==> src/rtl/sync_alarm_pkg.sv <==
// Register map, field positions, reset values and timing constants of the status block.
package sync_alarm_pkg;
    localparam int ADDR_WIDTH = 15;
    localparam int DATA_WIDTH = 8;
    localparam int LANE_COUNT = 16;
    localparam int FRAME_WIDTH = 24;
    localparam logic [4:0] FRAME_BITS = 5'h18;
    localparam logic [4:0] HEAD_BITS = 5'h10;

    localparam logic [14:0] ADDR_RETUNE_READBACK = 15'h03e1;
    localparam logic [14:0] ADDR_THERMAL_READING = 15'h0400;
    localparam logic [14:0] ADDR_SENSOR_SLEEP = 15'h0401;
    localparam logic [14:0] ADDR_SYNC_FLAGS = 15'h0410;
    localparam logic [14:0] ADDR_SYSTEM_ALARMS = 15'h0430;

    localparam int RETUNE_FIELD_WIDTH = 4;
    localparam int SLEEP_BIT = 0;
    localparam int SYNC_REALIGNED = 3;
    localparam int SYNC_PHASE_MATCH = 2;
    localparam int SYNC_OSC_SEEN = 1;
    localparam int SYNC_REF_SEEN = 0;
    localparam int ALM_LINK_LOST = 7;
    localparam int ALM_LINK_TIMEOUT = 6;
    localparam int ALM_LANE_CHECKSUM = 5;
    localparam int ALM_CHIP_RESET = 1;
    localparam int ALM_REF_MISALIGN = 0;

    localparam logic [7:0] SLEEP_RESET = 8'h00;
    localparam logic [7:0] THERMAL_RESET = 8'h00;
    localparam logic [3:0] SYNC_RESET = 4'h0;
    localparam logic [3:0] SYNC_W1C_MASK = 4'hb;
    localparam logic [7:0] ALARM_RESET = 8'h02;
    localparam logic [7:0] ALARM_USED_MASK = 8'he3;
    localparam logic signed [8:0] THERMAL_OFFSET_C = 9'sh050;

    localparam int CLK_PERIOD_PS = 8000;
    localparam int TIMER_TICK_NS = 1000;
    localparam int TIMER_TICK_CYCLES = TIMER_TICK_NS * 1000 / CLK_PERIOD_PS;
    localparam logic [6:0] TICK_LAST = 7'(TIMER_TICK_CYCLES - 1);
endpackage

==> src/rtl/reg_access_if.sv <==
// Register access strobe, address and data between the serial port and the register bank.
`timescale 1ns/100ps
interface reg_access_if;
    logic wrStb;
    logic [14:0] addr;
    logic [7:0] wrData;
    logic [7:0] rdData;
    modport port(output wrStb, output addr, output wrData, input rdData);
    modport regs(input wrStb, input addr, input wrData, output rdData);
endinterface

==> src/rtl/serial_reg_port.sv <==
// Serial register port: 24-bit frames of read flag, 15-bit address and 8-bit data.
`timescale 1ns/100ps
module serial_reg_port
    import sync_alarm_pkg::*;
(
    input wire logic clk,
    input wire logic rst_n,
    input wire logic sclk,
    input wire logic csN,
    input wire logic sdi,
    output logic sdo,
    output logic sdoOe,
    reg_access_if.port bus
);
    logic sclkPrev;
    logic [4:0] bitCount;
    logic [FRAME_WIDTH-1:0] rxShift;
    logic [7:0] txShift;
    logic isRead;
    logic loadPending;
    logic rise;
    logic fall;

    assign rise = !csN && sclk && !sclkPrev;
    assign fall = !csN && !sclk && sclkPrev;
    assign sdo = txShift[7];

    always_ff @(posedge clk) begin
        if (!rst_n) begin
            sclkPrev <= 1'b0;
        end else begin
            sclkPrev <= sclk;
        end
    end

    // Bits beyond the frame are ignored; streaming of several bytes is not offered.
    always_ff @(posedge clk) begin
        if (!rst_n || csN) begin
            bitCount <= 5'h00;
            rxShift <= '0;
        end else if (rise && bitCount != FRAME_BITS) begin
            bitCount <= bitCount + 5'h01;
            rxShift <= {rxShift[FRAME_WIDTH-2:0], sdi};
        end
    end

    always_ff @(posedge clk) begin
        if (!rst_n) begin
            bus.addr <= '0;
            bus.wrStb <= 1'b0;
            bus.wrData <= 8'h00;
        end else begin
            bus.wrStb <= rise && !isRead && bitCount == FRAME_BITS - 5'h01;
            if (rise && bitCount == HEAD_BITS - 5'h01) begin
                bus.addr <= {rxShift[13:0], sdi};
            end
            if (rise && bitCount == FRAME_BITS - 5'h01) begin
                bus.wrData <= {rxShift[6:0], sdi};
            end
        end
    end

    // The first data bit is loaded before the next falling edge, so that edge must not shift.
    always_ff @(posedge clk) begin
        if (!rst_n || csN) begin
            isRead <= 1'b0;
            loadPending <= 1'b0;
            txShift <= 8'h00;
            sdoOe <= 1'b0;
        end else begin
            if (rise && bitCount == HEAD_BITS - 5'h01) begin
                isRead <= rxShift[14];
                loadPending <= rxShift[14];
            end else begin
                loadPending <= 1'b0;
            end
            if (loadPending) begin
                txShift <= bus.rdData;
            end else if (fall && isRead && bitCount > HEAD_BITS) begin
                txShift <= {txShift[6:0], 1'b0};
            end
            sdoOe <= isRead && bitCount >= HEAD_BITS;
        end
    end
endmodule

==> src/rtl/sync_status_alarm_regs.sv <==
// Status, alarm and housekeeping register bank behind the serial register port.
`timescale 1ns/100ps
module sync_status_alarm_regs
    import sync_alarm_pkg::*;
(
    input wire logic clk,
    input wire logic rst_n,
    input wire logic sclk,
    input wire logic csN,
    input wire logic sdi,
    output logic sdo,
    output logic sdoOe,
    input wire logic [RETUNE_FIELD_WIDTH-1:0] retuneAccResetField,
    input wire logic signed [7:0] tempCelsius,
    input wire logic tempDone,
    output logic sensorSleep,
    input wire logic dividerRealign,
    input wire logic frameRefPulse,
    input wire logic refPhaseMatch,
    input wire logic oscSyncEvent,
    input wire logic linkUp,
    input wire logic serialRxEnable,
    input wire logic [7:0] linkDownTimer,
    input wire logic [LANE_COUNT-1:0] laneCrcFault,
    input wire logic [LANE_COUNT-1:0] laneEnable,
    input wire logic mode64b66b,
    input wire logic softResetCmd,
    input wire logic dividerMisalign,
    input wire logic linkRefMisalign,
    output logic [DATA_WIDTH-1:0] alarmFlags
);
    reg_access_if bus();

    logic [7:0] sleepReg;
    logic [7:0] thermalReading;
    logic [3:0] syncFlags;
    logic [7:0] alarms;
    logic linkUpPrev;
    logic [6:0] tickCount;
    logic tickEn;
    logic [8:0] downTicks;
    logic signed [8:0] shiftedTemp;
    logic [7:0] next_thermal;
    logic syncWrite;
    logic alarmWrite;
    logic [3:0] syncSet;
    logic [7:0] alarmSet;
    logic timeoutHit;

    function automatic logic regWrite(input logic stb, input logic [14:0] addr,
                                      input logic [14:0] target);
        return stb && (addr == target);
    endfunction

    serial_reg_port uPort (
        .clk(clk),
        .rst_n(rst_n),
        .sclk(sclk),
        .csN(csN),
        .sdi(sdi),
        .sdo(sdo),
        .sdoOe(sdoOe),
        .bus(bus)
    );

    assign syncWrite = regWrite(bus.wrStb, bus.addr, ADDR_SYNC_FLAGS);
    assign alarmWrite = regWrite(bus.wrStb, bus.addr, ADDR_SYSTEM_ALARMS);
    assign sensorSleep = sleepReg[SLEEP_BIT];
    assign alarmFlags = alarms;

    // Sleep register; the reserved upper bits are plain storage.
    always_ff @(posedge clk) begin
        if (!rst_n) begin
            sleepReg <= SLEEP_RESET;
        end else if (regWrite(bus.wrStb, bus.addr, ADDR_SENSOR_SLEEP)) begin
            sleepReg <= bus.wrData;
        end
    end

    // Sensor temperatures below -80 C clamp to zero; the top of the range never overflows.
    always_comb begin
        shiftedTemp = {tempCelsius[7], tempCelsius} + THERMAL_OFFSET_C;
        if (shiftedTemp[8]) begin
            next_thermal = 8'h00;
        end else begin
            next_thermal = shiftedTemp[7:0];
        end
    end

    // A sleeping sensor makes no conversions, so the last reading only goes stale.
    always_ff @(posedge clk) begin
        if (!rst_n) begin
            thermalReading <= THERMAL_RESET;
        end else if (tempDone && !sleepReg[SLEEP_BIT]) begin
            thermalReading <= next_thermal;
        end
    end

    always_comb begin
        syncSet = 4'h0;
        syncSet[SYNC_REALIGNED] = dividerRealign;
        syncSet[SYNC_OSC_SEEN] = oscSyncEvent;
        syncSet[SYNC_REF_SEEN] = frameRefPulse;
    end

    // Sticky sync flags except phase match: the set term is ORed after the clear, so a set is never lost.
    always_ff @(posedge clk) begin
        if (!rst_n) begin
            syncFlags <= SYNC_RESET;
        end else begin
            syncFlags <= (syncFlags & ~(syncWrite ? bus.wrData[3:0] & SYNC_W1C_MASK : 4'h0))
                | syncSet;
            if (frameRefPulse) begin
                syncFlags[SYNC_PHASE_MATCH] <= refPhaseMatch;
            end else begin
                syncFlags[SYNC_PHASE_MATCH] <= syncFlags[SYNC_PHASE_MATCH];
            end
        end
    end

    always_ff @(posedge clk) begin
        if (!rst_n) begin
            linkUpPrev <= 1'b0;
        end else begin
            linkUpPrev <= linkUp;
        end
    end

    // Link timer runs in 1 us ticks so an 8-bit limit spans a useful time.
    always_ff @(posedge clk) begin
        if (!rst_n) begin
            tickCount <= 7'h00;
            tickEn <= 1'b0;
        end else begin
            tickEn <= tickCount == TICK_LAST;
            if (tickCount == TICK_LAST) begin
                tickCount <= 7'h00;
            end else begin
                tickCount <= tickCount + 7'h01;
            end
        end
    end

    // The count stops one past the limit, so the alarm fires once per outage.
    always_ff @(posedge clk) begin
        if (!rst_n || linkUp || !serialRxEnable) begin
            downTicks <= 9'h000;
        end else if (tickEn && downTicks <= {1'b0, linkDownTimer}) begin
            downTicks <= downTicks + 9'h001;
        end
    end

    assign timeoutHit = tickEn && !linkUp && serialRxEnable
        && downTicks == {1'b0, linkDownTimer};

    always_comb begin
        alarmSet = 8'h00;
        alarmSet[ALM_LINK_LOST] = linkUpPrev && !linkUp && serialRxEnable;
        alarmSet[ALM_LINK_TIMEOUT] = timeoutHit;
        alarmSet[ALM_LANE_CHECKSUM] = mode64b66b && |(laneCrcFault & laneEnable);
        alarmSet[ALM_CHIP_RESET] = softResetCmd;
        alarmSet[ALM_REF_MISALIGN] = dividerMisalign
            || (linkRefMisalign && serialRxEnable);
    end

    // Chip reset itself leaves the reset alarm raised for software to see.
    always_ff @(posedge clk) begin
        if (!rst_n) begin
            alarms <= ALARM_RESET;
        end else begin
            alarms <= ((alarms & ~(alarmWrite ? bus.wrData : 8'h00)) | alarmSet)
                & ALARM_USED_MASK;
        end
    end

    // Read data is decoded from the captured address; unmapped addresses read zero.
    always_comb begin
        if (bus.addr == ADDR_RETUNE_READBACK) begin
            bus.rdData = {4'h0, retuneAccResetField};
        end else if (bus.addr == ADDR_THERMAL_READING) begin
            bus.rdData = thermalReading;
        end else if (bus.addr == ADDR_SENSOR_SLEEP) begin
            bus.rdData = sleepReg;
        end else if (bus.addr == ADDR_SYNC_FLAGS) begin
            bus.rdData = {4'h0, syncFlags};
        end else if (bus.addr == ADDR_SYSTEM_ALARMS) begin
            bus.rdData = alarms & ALARM_USED_MASK;
        end else begin
            bus.rdData = 8'h00;
        end
    end
endmodule

==> config.mk <==
export PLATFORM = sky130hd
export DESIGN_NAME = sync_status_alarm_regs
export DESIGN_NICKNAME = d
export VERILOG_FILES = /design/src/rtl/sync_alarm_pkg.sv /design/src/rtl/reg_access_if.sv /design/src/rtl/serial_reg_port.sv /design/src/rtl/sync_status_alarm_regs.sv
export SDC_FILE = /design/constraint.sdc
export NUM_CORES = 1
export LEC_CHECK = 0
export BUFFER_PORTS_ARGS = -buffer_cell sky130_fd_sc_hd__buf_2
export CORE_MARGIN = 10
export CORE_UTILIZATION = 56
export CTS_CLUSTER_SIZE = 20
export DETAILED_ROUTE_END_ITERATION = 8
export PLACE_DENSITY = 0.9
export SETUP_SLACK_MARGIN = 0.3
export SYNTH_ARGS = -nofsm -noshare
export SYNTH_HDL_FRONTEND = slang
export SYNTH_SLANG_ARGS = --single-unit
==> constraint.sdc <==
create_clock -name clk -period 3 [get_ports clk]
set_clock_uncertainty 0.2 [all_clocks]
set_input_delay 0 -clock clk [delete_from_list [all_inputs] [get_ports clk]]
set_output_delay 0 -clock clk [all_outputs]
set_load 0.05 [all_outputs]
==> flow_metrics.py, run 1 <==
metrics = {
    "sta": {
        "rsz0062_at_grt": "no",
        "setup_viol": 0,
        "period_share": 0.868,
        "hold_viol_final": 0,
        "setup_tns_ns": 0,
        "fmax_mhz": 384,
        "worst_slew_pin_slew_ns": 0.733,
        "max_slew_margin": 0.511,
        "finalWorstSetupSlack_ns": 0.395,
        "min_period_ns": 2.60,
        "final-max-slew-violation-count": 0,
    },
    "route": {
        "drt_iter0_drc": 380,
        "routedWlPerCell_microns": 17.3,
        "vias": 4318,
        "ant_nets": 0,
        "firstDrtPassIters": 7,
        "finalWirelength_mm": 12.8,
        "via_per_inst": 5.84,
        "drc": 0,
    },
    "critical_path": {
        "crit_arrival_ns": 2.68,
        "crit_fanout": 5,
        "path_class": "register to register",
        "end_kind": "register",
        "required_ns": 3.07,
        "crit_slowest_cell": "or4_4",
        "startpoint_type": "register",
        "cp_slowest_stage_delay_ns": 0.55,
        "path_cells": "or4_4 -> nor4_4 -> and2_4 -> a31oi_1 -> o21a_1 -> dlygate4sd3_1",
    },
    "logic_synthesis": {
        "synthesis.area_sq_um": 4450,
        "synthCells": 525,
        "async_flop_share": 0,
        "syn-mean-instance-area_sq_um": 8.47,
        "synth-seq-cells": 99,
        "seq_area_frac_synth": 0.446,
        "synth_edf_count": 0,
        "ys_warn_count": 0,
        "yosys.cell_types.count": 57,
        "ys.flop_type": "dfxtp_1",
    },
    "power_and_ir_drop": {
        "p_sw_mw": 0.585,
        "vdd_drop_max_uv": 262,
        "p_sw_frac": 0.236,
        "p_seq_frac": 0.543,
        "p_int_mw": 1.89,
        "clkPwrFrac": 0.367,
        "power_leakage_nw": 2.21,
        "p_per_area_nw_per_um2": 450,
        "comb_power_share": 0.090,
    },
    "floorplan": {
        "start_util": 0.575,
        "chipWidth_microns": 109,
        "ioPinCount": 79,
        "core_area_sq_um": 7730,
        "die_h_microns": 109,
        "rows": 32,
        "dieArea_sq_um": 11900,
    },
    "placement": {
        "io_buffers": 75,
        "dp_hpwl_mm": 8.59,
        "place_ws_ns": 0.641,
        "dp_cells": 683,
        "gpl.final_weighted_congestion": 0.913,
    },
    "global_routing": {
        "grt_max_degree": 46,
        "overflow": 0,
        "grt_util_all_layers": 0.216,
        "antenna_found_initial": 0,
        "grt_pass1_wl_mm": 20.8,
        "grt_pass1_vias": 4390,
    },
    "clock_network": {
        "cts_sinks": 99,
        "path_clk_slew_ns": 0.09,
        "cts_tree": "yes",
        "cts_buffers": 9,
        "clockBufferDepth": 2,
        "cts_max_level": 3,
        "root_buffer": "clkbuf_8",
        "clkLatencyLatePin_ns": 0.38,
    },
    "cells_and_area": {
        "nets": 715,
        "drive_gt1_frac": 0.179,
        "mostFrequentLayoutCells": "dfxtp_1, nand2_1, buf_2",
        "syn_to_final_growth_pct": 23.7,
        "fillCellCount": 541,
        "layout_commonest_cell": "dfxtp_1",
        "fin_cells": 739,
        "n_antenna_cell": 0,
    },
    "hold_path": {
        "hold_class": "primary input to register",
    },
    "status": {
        "outcome": "complete, no violations",
    },
    "job": {
        "drv_cap": 0,
    },
}
==> worst max-delay path: cells and delay by family (launching register included) <==
kind / cells / cell delay (ns)
AOI/OAI and AO/OA: 2 / 0.26
buffers and inverters: 1 / 0.55
DFF: 1 / 0.33
and+or+nand+nor: 3 / 1.15
==> cell families (layout without fill, tap and decap cells) <==
group | after synthesis | in the layout | share of synthesized area
adder cells (fa/ha/maj) | 15 | 15 | 0.0422
AO/OA/AOI/OAI | 131 | 131 | 0.180
flip-flops | 99 | 99 | 0.446
other | 1 | 3 | 0.000843
XOR/XNOR | 8 | 8 | 0.0158
AND/OR/NAND/NOR | 200 | 200 | 0.220
multiplexers | 22 | 22 | 0.0506
buffers and inverters | 49 | 159 | 0.0447
==> cell type report <==
cell class | instances | area [sq um] | area share
timing repair buffer | 119 | 798 | 0.145
tap | 102 | 128 | 0.0232
clock buffer | 12 | 165 | 0.0300
multi-input combinational | 379 | 2290 | 0.416
sequential | 99 | 1980 | 0.360
clock inverter | 4 | 47.5 | 0.00864
inverter | 24 | 90.1 | 0.0164
==> state kept, by name, indices dropped and copies added, names as in the netlist <==
name,flops
linkUpPrev,1
uPort.txShift,8
uPort.bus.addr,15
uPort.bus.wrStb,1
uPort.bitCount,5
uPort.sclkPrev,1
downTicks,9
uPort.bus.wrData,8
alarmFlags,5
uPort.loadPending,1
syncFlags,4
uPort.rxShift,15
uPort.isRead,1
sleepReg,8
uPort.sdoOe,1
tickCount,7
thermalReading,8
tickEn,1
==> power by group through the flow <==
stage | Clock [mW] | Sequential, mW | Combinational [mW]
5_1_grt | 0.955 | 1.35 | 0.243
3_5_place_dp | 0 | 1.38 | 0.171
3_3_place_gp | 0 | 1.37 | 0.163
4_1_cts | 0.902 | 1.34 | 0.215
2_1_floorplan | 0 | 1.38 | 0.0948
6_report | 0.909 | 1.35 | 0.223
==> metal layers <==
| layer | wire [microns] | track usage | share of wire |
|---|---|---|---|
| met5 | 0 | 0 | 0 |
| met4 | 223 | 0.0876 | 0.017 |
| met3 | 836 | 0.0425 | 0.065 |
| met2 | 6680 | 0.404 | 0.52 |
| met1 | 5020 | 0.230 | 0.39 |
==> metrics by stage <==
step           utilization  area, sq um  power [mW]  hold slack [ns]
3_3_place_gp         0.632         4880        1.54          0.00628
3_5_place_dp         0.632         4880        1.55          0.00218
6_report             0.712         5500        2.48          0.00422
2_1_floorplan            -         4450        1.47           -0.106
5_1_grt              0.712         5500        2.55           0.0575
4_1_cts              0.709         5480        2.46          0.00291
==> cells in the mapped netlist (all sizes together), types with 2 or more instances <==
cell / number / area [sq um]
a21boi: 2 / 15.0
inv: 24 / 90.1
a22o: 2 / 17.5
nor4: 3 / 40.0
xor2: 5 / 43.8
o211ai: 3 / 22.5
mux2: 4 / 45.0
buf: 7 / 41.3
nor3: 4 / 20.0
or4: 5 / 37.5
xnor2: 3 / 26.3
a21oi: 61 / 305
o21a: 8 / 60.1
nor3b: 4 / 30.0
and2: 10 / 63.8
nor2: 43 / 161
ha: 15 / 188
nand3: 11 / 55.1
nand4: 5 / 37.5
clkbuf: 18 / 67.6
o31ai: 3 / 22.5
o21ai: 20 / 100
a221oi: 4 / 35.0
a31oi: 4 / 25.0
nand4b: 3 / 26.3
nor4b: 2 / 17.5
a22oi: 12 / 90.1
nand2b: 6 / 37.5
mux2i: 18 / 180
nand2: 86 / 323
or3: 5 / 31.3
a211oi: 3 / 22.5
and3: 7 / 43.8
dfxtp: 99 / 1980
==> path summary, 6_finish.rpt <==
kind	slack (ns)	cells after the start	start	end
max	0.40	6	uPort.bus.addr[14]	syncFlags[3]
min	0.004	4	tempDone	thermalReading[6]
max reg2reg	0.40	6	uPort.bus.addr[14]	syncFlags[3]
min reg2reg	0.25	1	linkUpPrev	alarmFlags[7]
==> repair_timing <==
item	4_1_cts	5_1_grt
hold buffers	38	0
resized for setup	0	4
endpoints found under the setup margin	0	3
setup buffers	0	3
hold endpoints to repair	48	0
Note: power is estimated with default switching activity, not from simulation.
==> run 2: changes to the inputs <==
--- a/config.mk
+++ b/config.mk
@@ -7,10 +7,11 @@
 export LEC_CHECK = 0
 export BUFFER_PORTS_ARGS = -buffer_cell sky130_fd_sc_hd__buf_2
 export CORE_MARGIN = 10
-export CORE_UTILIZATION = 56
+export CORE_UTILIZATION = 58
+export CTS_BUF_LIST = sky130_fd_sc_hd__clkbuf_8
 export CTS_CLUSTER_SIZE = 20
 export DETAILED_ROUTE_END_ITERATION = 8
-export PLACE_DENSITY = 0.9
+export PLACE_DENSITY = 0.92
 export SETUP_SLACK_MARGIN = 0.3
 export SYNTH_ARGS = -nofsm -noshare
 export SYNTH_HDL_FRONTEND = slang
==> flow_metrics.py, run 2 (synthesis gave the netlist of run 1 again) <==
metrics = {
    "sta": {
        "whs_ns": 0.0275,
        "final-max-slew-violation-count": 0,
        "hold_viol_final": 0,
        "period_share": 0.888,
        "worst_slew_pin_slew_ns": 0.760,
        "rsz0062_at_grt": "no",
        "min_period_ns": 2.66,
        "setup_tns_ns": 0,
        "max_slew_margin": 0.492,
        "finalWorstSetupSlack_ns": 0.336,
        "fmax_mhz": 375,
        "setup_viol": 0,
    },
    "cells_and_area": {
        "reg.largest.list": "uPort.bus.addr (15), uPort.rxShift (15), downTicks (9)",
        "fillCellCount": 505,
        "finish.utilization": 0.740,
        "multi_input_area_sq_um": 2290,
        "n_antenna_cell": 0,
        "drive_gt1_frac": 0.175,
        "layout.area.seq_sq_um": 1980,
        "postLayoutCellArea_sq_um": 5450,
        "nets": 707,
        "mostFrequentLayoutCells": "dfxtp_1, nand2_1, buf_2",
        "syn_to_final_growth_pct": 22.7,
        "layout_commonest_cell": "dfxtp_1",
    },
    "route": {
        "ant_nets": 0,
        "via_per_inst": 5.81,
        "met2_length_mm": 6.25,
        "highest_layer": "met4",
        "firstDrtPassIters": 5,
        "routedWlPerCell_microns": 16.7,
        "wl_met3_microns": 649,
        "vias": 4228,
        "drc": 0,
        "drt_iter0_drc": 308,
        "wl_met1_mm": 4.79,
        "finalWirelength_mm": 12.2,
    },
    "placement": {
        "placed_area_sq_um": 4870,
        "gpl.final_weighted_congestion": 0.929,
        "place_ws_ns": 0.639,
        "io_buffers": 75,
        "dp_hpwl_mm": 8.09,
    },
    "critical_path": {
        "end_kind": "register",
        "r2r_slack_ns": 0.34,
        "path_cells": "or4_4 -> nor4_4 -> and2_4 -> a31oi_2 -> o21a_1 -> dlygate4sd3_1",
        "startpoint_type": "register",
        "r2r_end": "syncFlags[0]",
        "path_buf_inv": 1,
        "required_ns": 3.06,
        "crit_cells": 6,
        "crit_fanout": 5,
        "endpoint": "syncFlags[0]",
        "cpLargestDelayFamily": "simple AND/OR/NAND/NOR gates",
        "path_class": "register to register",
        "crit_slowest_cell": "or4_4",
        "cp_slowest_stage_delay_ns": 0.57,
        "ff2ff_path_depth": 6,
        "r2r-start": "uPort.bus.addr[14]",
        "startpoint": "uPort.bus.addr[14]",
        "crit_arrival_ns": 2.73,
    },
    "power_and_ir_drop": {
        "clkPwrFrac": 0.393,
        "vdd_drop_max_uv": 305,
        "p_sw_frac": 0.226,
        "p_int_mw": 1.99,
        "p_per_area_nw_per_um2": 471,
        "p_seq_frac": 0.524,
        "power_leakage_nw": 2.20,
        "p_sw_mw": 0.579,
        "comb_power_share": 0.083,
    },
    "floorplan": {
        "ioPinCount": 79,
        "rows": 31,
        "die_h_microns": 108,
        "core_area_sq_um": 7370,
        "dieArea_sq_um": 11600,
        "start_util": 0.603,
        "chipWidth_microns": 108,
    },
    "global_routing": {
        "grt_pass1_wl_mm": 20.1,
        "grt_max_degree": 46,
        "grt_pass1_vias": 4253,
        "overflow": 0,
        "grt_util_all_layers": 0.210,
        "antenna_found_initial": 0,
    },
    "clock_network": {
        "clockBufferDepth": 2,
        "cts_tree": "yes",
        "cts_buffers": 9,
        "cts_max_level": 3,
        "cts_sinks": 99,
        "path_clk_slew_ns": 0.10,
        "clkLatencyLatePin_ns": 0.37,
        "root_buffer": "clkbuf_8",
    },
    "status": {
        "outcome": "complete, no violations",
    },
    "job": {
        "drv_cap": 0,
    },
    "hold_path": {
        "hold_class": "primary input to register",
        "hold-path-cell-count": 4,
    },
}
## run 2: metrics by stage
step                      total power [mW]  cells
after floorplan                       1.47    527
after global placement                1.54    679
after detailed placement              1.55    679
after CTS                             2.57    729
after global routing                  2.65    728
final                                 2.57    728
## run 2: per-layer routing
metal	vias up	GRT usage
met5	-	0
met4	0	0.108
met3	34	0.0341
met2	161	0.381
met1	1996	0.229
li1	2037	-
## run 2: cell type report
class                      count  area share
multi-input combinational    379       0.420
sequential                    99       0.364
timing repair buffer         111       0.133
clock buffer                   9      0.0227
tap                           99      0.0227
clock inverter                 7      0.0213
inverter                      24      0.0165
## run 2: worst min-delay path, delay by kind of cell
kind            cells  cell delay [ns]
buf+inv             1             0.10
compound gates      1             0.06
simple gates        2             0.38
## run 2: repair_timing
item,4_1_cts,5_1_grt
setup endpoints to repair,0,3
hold buffers,34,0
hold endpoints to repair,47,0
gates resized for setup,0,4
setup buffers,0,1
## run 2: worst min path at each step
stage,start,endpoint,slack [ns]
after floorplan,softResetCmd,alarmFlags[1],-0.11
after global placement,softResetCmd,alarmFlags[1],-0.01
after detailed placement,softResetCmd,alarmFlags[1],-0.008
after CTS,serialRxEnable,downTicks[5],0.007
after global routing,serialRxEnable,downTicks[8],0.06
final,serialRxEnable,downTicks[5],0.03
## run 2: power by group through the flow
stage	clock network, mW	registers, mW	logic [mW]
4_1_cts	1.01	1.34	0.209
5_1_grt	1.07	1.35	0.233
3_3_place_gp	0	1.37	0.163
2_1_floorplan	0	1.38	0.0948
6_report	1.01	1.34	0.212
3_5_place_dp	0	1.37	0.171
==> run 3: changes to the inputs <==
--- a/config.mk
+++ b/config.mk
@@ -6,6 +6,7 @@
 export NUM_CORES = 1
 export LEC_CHECK = 0
 export BUFFER_PORTS_ARGS = -buffer_cell sky130_fd_sc_hd__buf_2
+export CORE_ASPECT_RATIO = 2
 export CORE_MARGIN = 10
 export CORE_UTILIZATION = 58
 export CTS_BUF_LIST = sky130_fd_sc_hd__clkbuf_8
==> flow_metrics.py, run 3 (synthesis gave the netlist of run 1 again) <==
metrics = {
    "status": {
        "outcome": "complete, no violations",
    },
    "critical_path": {
        "required_ns": 3.07,
        "end_kind": "register",
        "startpoint_type": "register",
        "path_class": "register to register",
        "cpLargestDelayFamily": "simple AND/OR/NAND/NOR gates",
        "r2r_slack_ns": 0.40,
        "path_cells": "or4_4 -> nor4_4 -> and2_4 -> a31oi_1 -> o21a_1 -> dlygate4sd3_1",
        "crit_arrival_ns": 2.67,
        "cp_slowest_stage_delay_ns": 0.56,
        "path_buf_inv": 1,
        "crit_fanout": 5,
        "crit_slowest_cell": "or4_4",
    },
    "clock_network": {
        "cts_sinks": 99,
        "cts_buffers": 9,
        "cts_max_level": 3,
        "cts_tree": "yes",
        "clockBufferDepth": 2,
        "path_clk_slew_ns": 0.09,
        "root_buffer": "clkbuf_8",
        "clkLatencyLatePin_ns": 0.38,
    },
    "sta": {
        "min_period_ns": 2.60,
        "setup_tns_ns": 0,
        "worst_slew_pin_slew_ns": 0.739,
        "finalWorstSetupSlack_ns": 0.399,
        "max_slew_margin": 0.506,
        "whs_ns": 0.106,
        "hold_viol_final": 0,
        "rsz0062_at_grt": "no",
        "period_share": 0.867,
        "fmax_mhz": 384,
        "setup_viol": 0,
        "final-max-slew-violation-count": 0,
    },
    "power_and_ir_drop": {
        "p_per_area_nw_per_um2": 433,
        "p_total_mw": 2.37,
        "power_leakage_nw": 2.21,
        "vdd_drop_max_uv": 241,
    },
    "cells_and_area": {
        "mostFrequentLayoutCells": "dfxtp_1, nand2_1, buf_2",
        "n_antenna_cell": 0,
        "nets": 718,
        "reg.largest.list": "uPort.bus.addr (15), uPort.rxShift (15), downTicks (9)",
        "syn_to_final_growth_pct": 23.4,
        "fin_cells": 734,
        "postLayoutCellArea_sq_um": 5490,
        "drive_gt1_frac": 0.175,
        "finish.utilization": 0.727,
        "layout_commonest_cell": "dfxtp_1",
    },
    "route": {
        "firstDrtPassIters": 5,
        "finalWirelength_mm": 13.0,
        "routedWlPerCell_microns": 17.7,
        "drt_iter0_drc": 416,
        "vias": 4291,
        "via_per_inst": 5.85,
        "drc": 0,
        "ant_nets": 0,
    },
    "floorplan": {
        "die_h_microns": 144,
        "rows": 45,
        "start_util": 0.589,
        "dieArea_sq_um": 11800,
        "ioPinCount": 79,
        "core_area_sq_um": 7540,
        "chipWidth_microns": 81.9,
    },
    "global_routing": {
        "grt_util_all_layers": 0.217,
        "use_met3": 0.0544,
        "grt_pass1_vias": 4280,
        "grt-busiest-layer": "met2",
        "grt_pass1_wl_mm": 20.1,
        "overflow": 0,
        "grt_max_degree": 45,
        "antenna_found_initial": 0,
        "grt.met2_usage": 0.404,
        "gr-usage-met1": 0.206,
    },
    "placement": {
        "gpl.final_weighted_congestion": 0.925,
        "placed_area_sq_um": 4880,
        "dp_hpwl_mm": 8.80,
        "io_buffers": 75,
        "dp_cells": 676,
        "place_ws_ns": 0.574,
    },
    "hold_path": {
        "hold_class": "primary input to register",
    },
    "job": {
        "drv_cap": 0,
    },
}
==> run 3: cell count changes in the layout (fill, tap and decap cells not counted), sizes merged <==
cell,delta
buf,+3
bufinv,-3
clkbuf,+2
clkinv,+1
dlygate4sd3,+8
==> run 3: timing repair <==
| action | in CTS | in global routing |
|---|---|---|
| endpoints found under the hold margin | 48 | 0 |
| resized for setup | 0 | 3 |
| hold buffers | 40 | 0 |
| buffers inserted | 0 | 2 |
| setup endpoints to repair | 0 | 5 |
==> run 3: final timing paths <==
path                      start  cells after the start                 to
max          uPort.bus.addr[11]                      6       syncFlags[1]
min                    tempDone                      4  thermalReading[7]
max reg2reg  uPort.bus.addr[11]                      6       syncFlags[1]
min reg2reg        uPort.isRead                      1    uPort.bus.wrStb
==> run 3: routing by layer <==
metal	share of wire	up-vias	routed length, microns
li1	-	2058	-
met1	0.34	2018	4480
met2	0.56	172	7260
met3	0.055	43	716
met4	0.042	0	546
met5	0	-	0
==> run 3: report_power, final <==
group / internal [mW] / switching, mW / total, mW / leakage (nW)
registers: 1.33 / 0.0156 / 1.35 / 0.802
clock network: 0.343 / 0.454 / 0.797 / 0.101
logic: 0.113 / 0.117 / 0.229 / 1.31
==> run 3: worst min-delay path: stages <==
cell	delay, ns
buf_2	0.08
nand2b_1	0.21
a22oi_1	0.27
nor2_1	0.07
==> run 3: cell type report <==
cell class,count,area [sq um]
clock buffer,11,151
clock inverter,5,27.5
timing repair buffer,122,828
fill,516,2060
multi-input combinational,379,2290
inverter,24,90.1
sequential,99,1980
tap,94,118
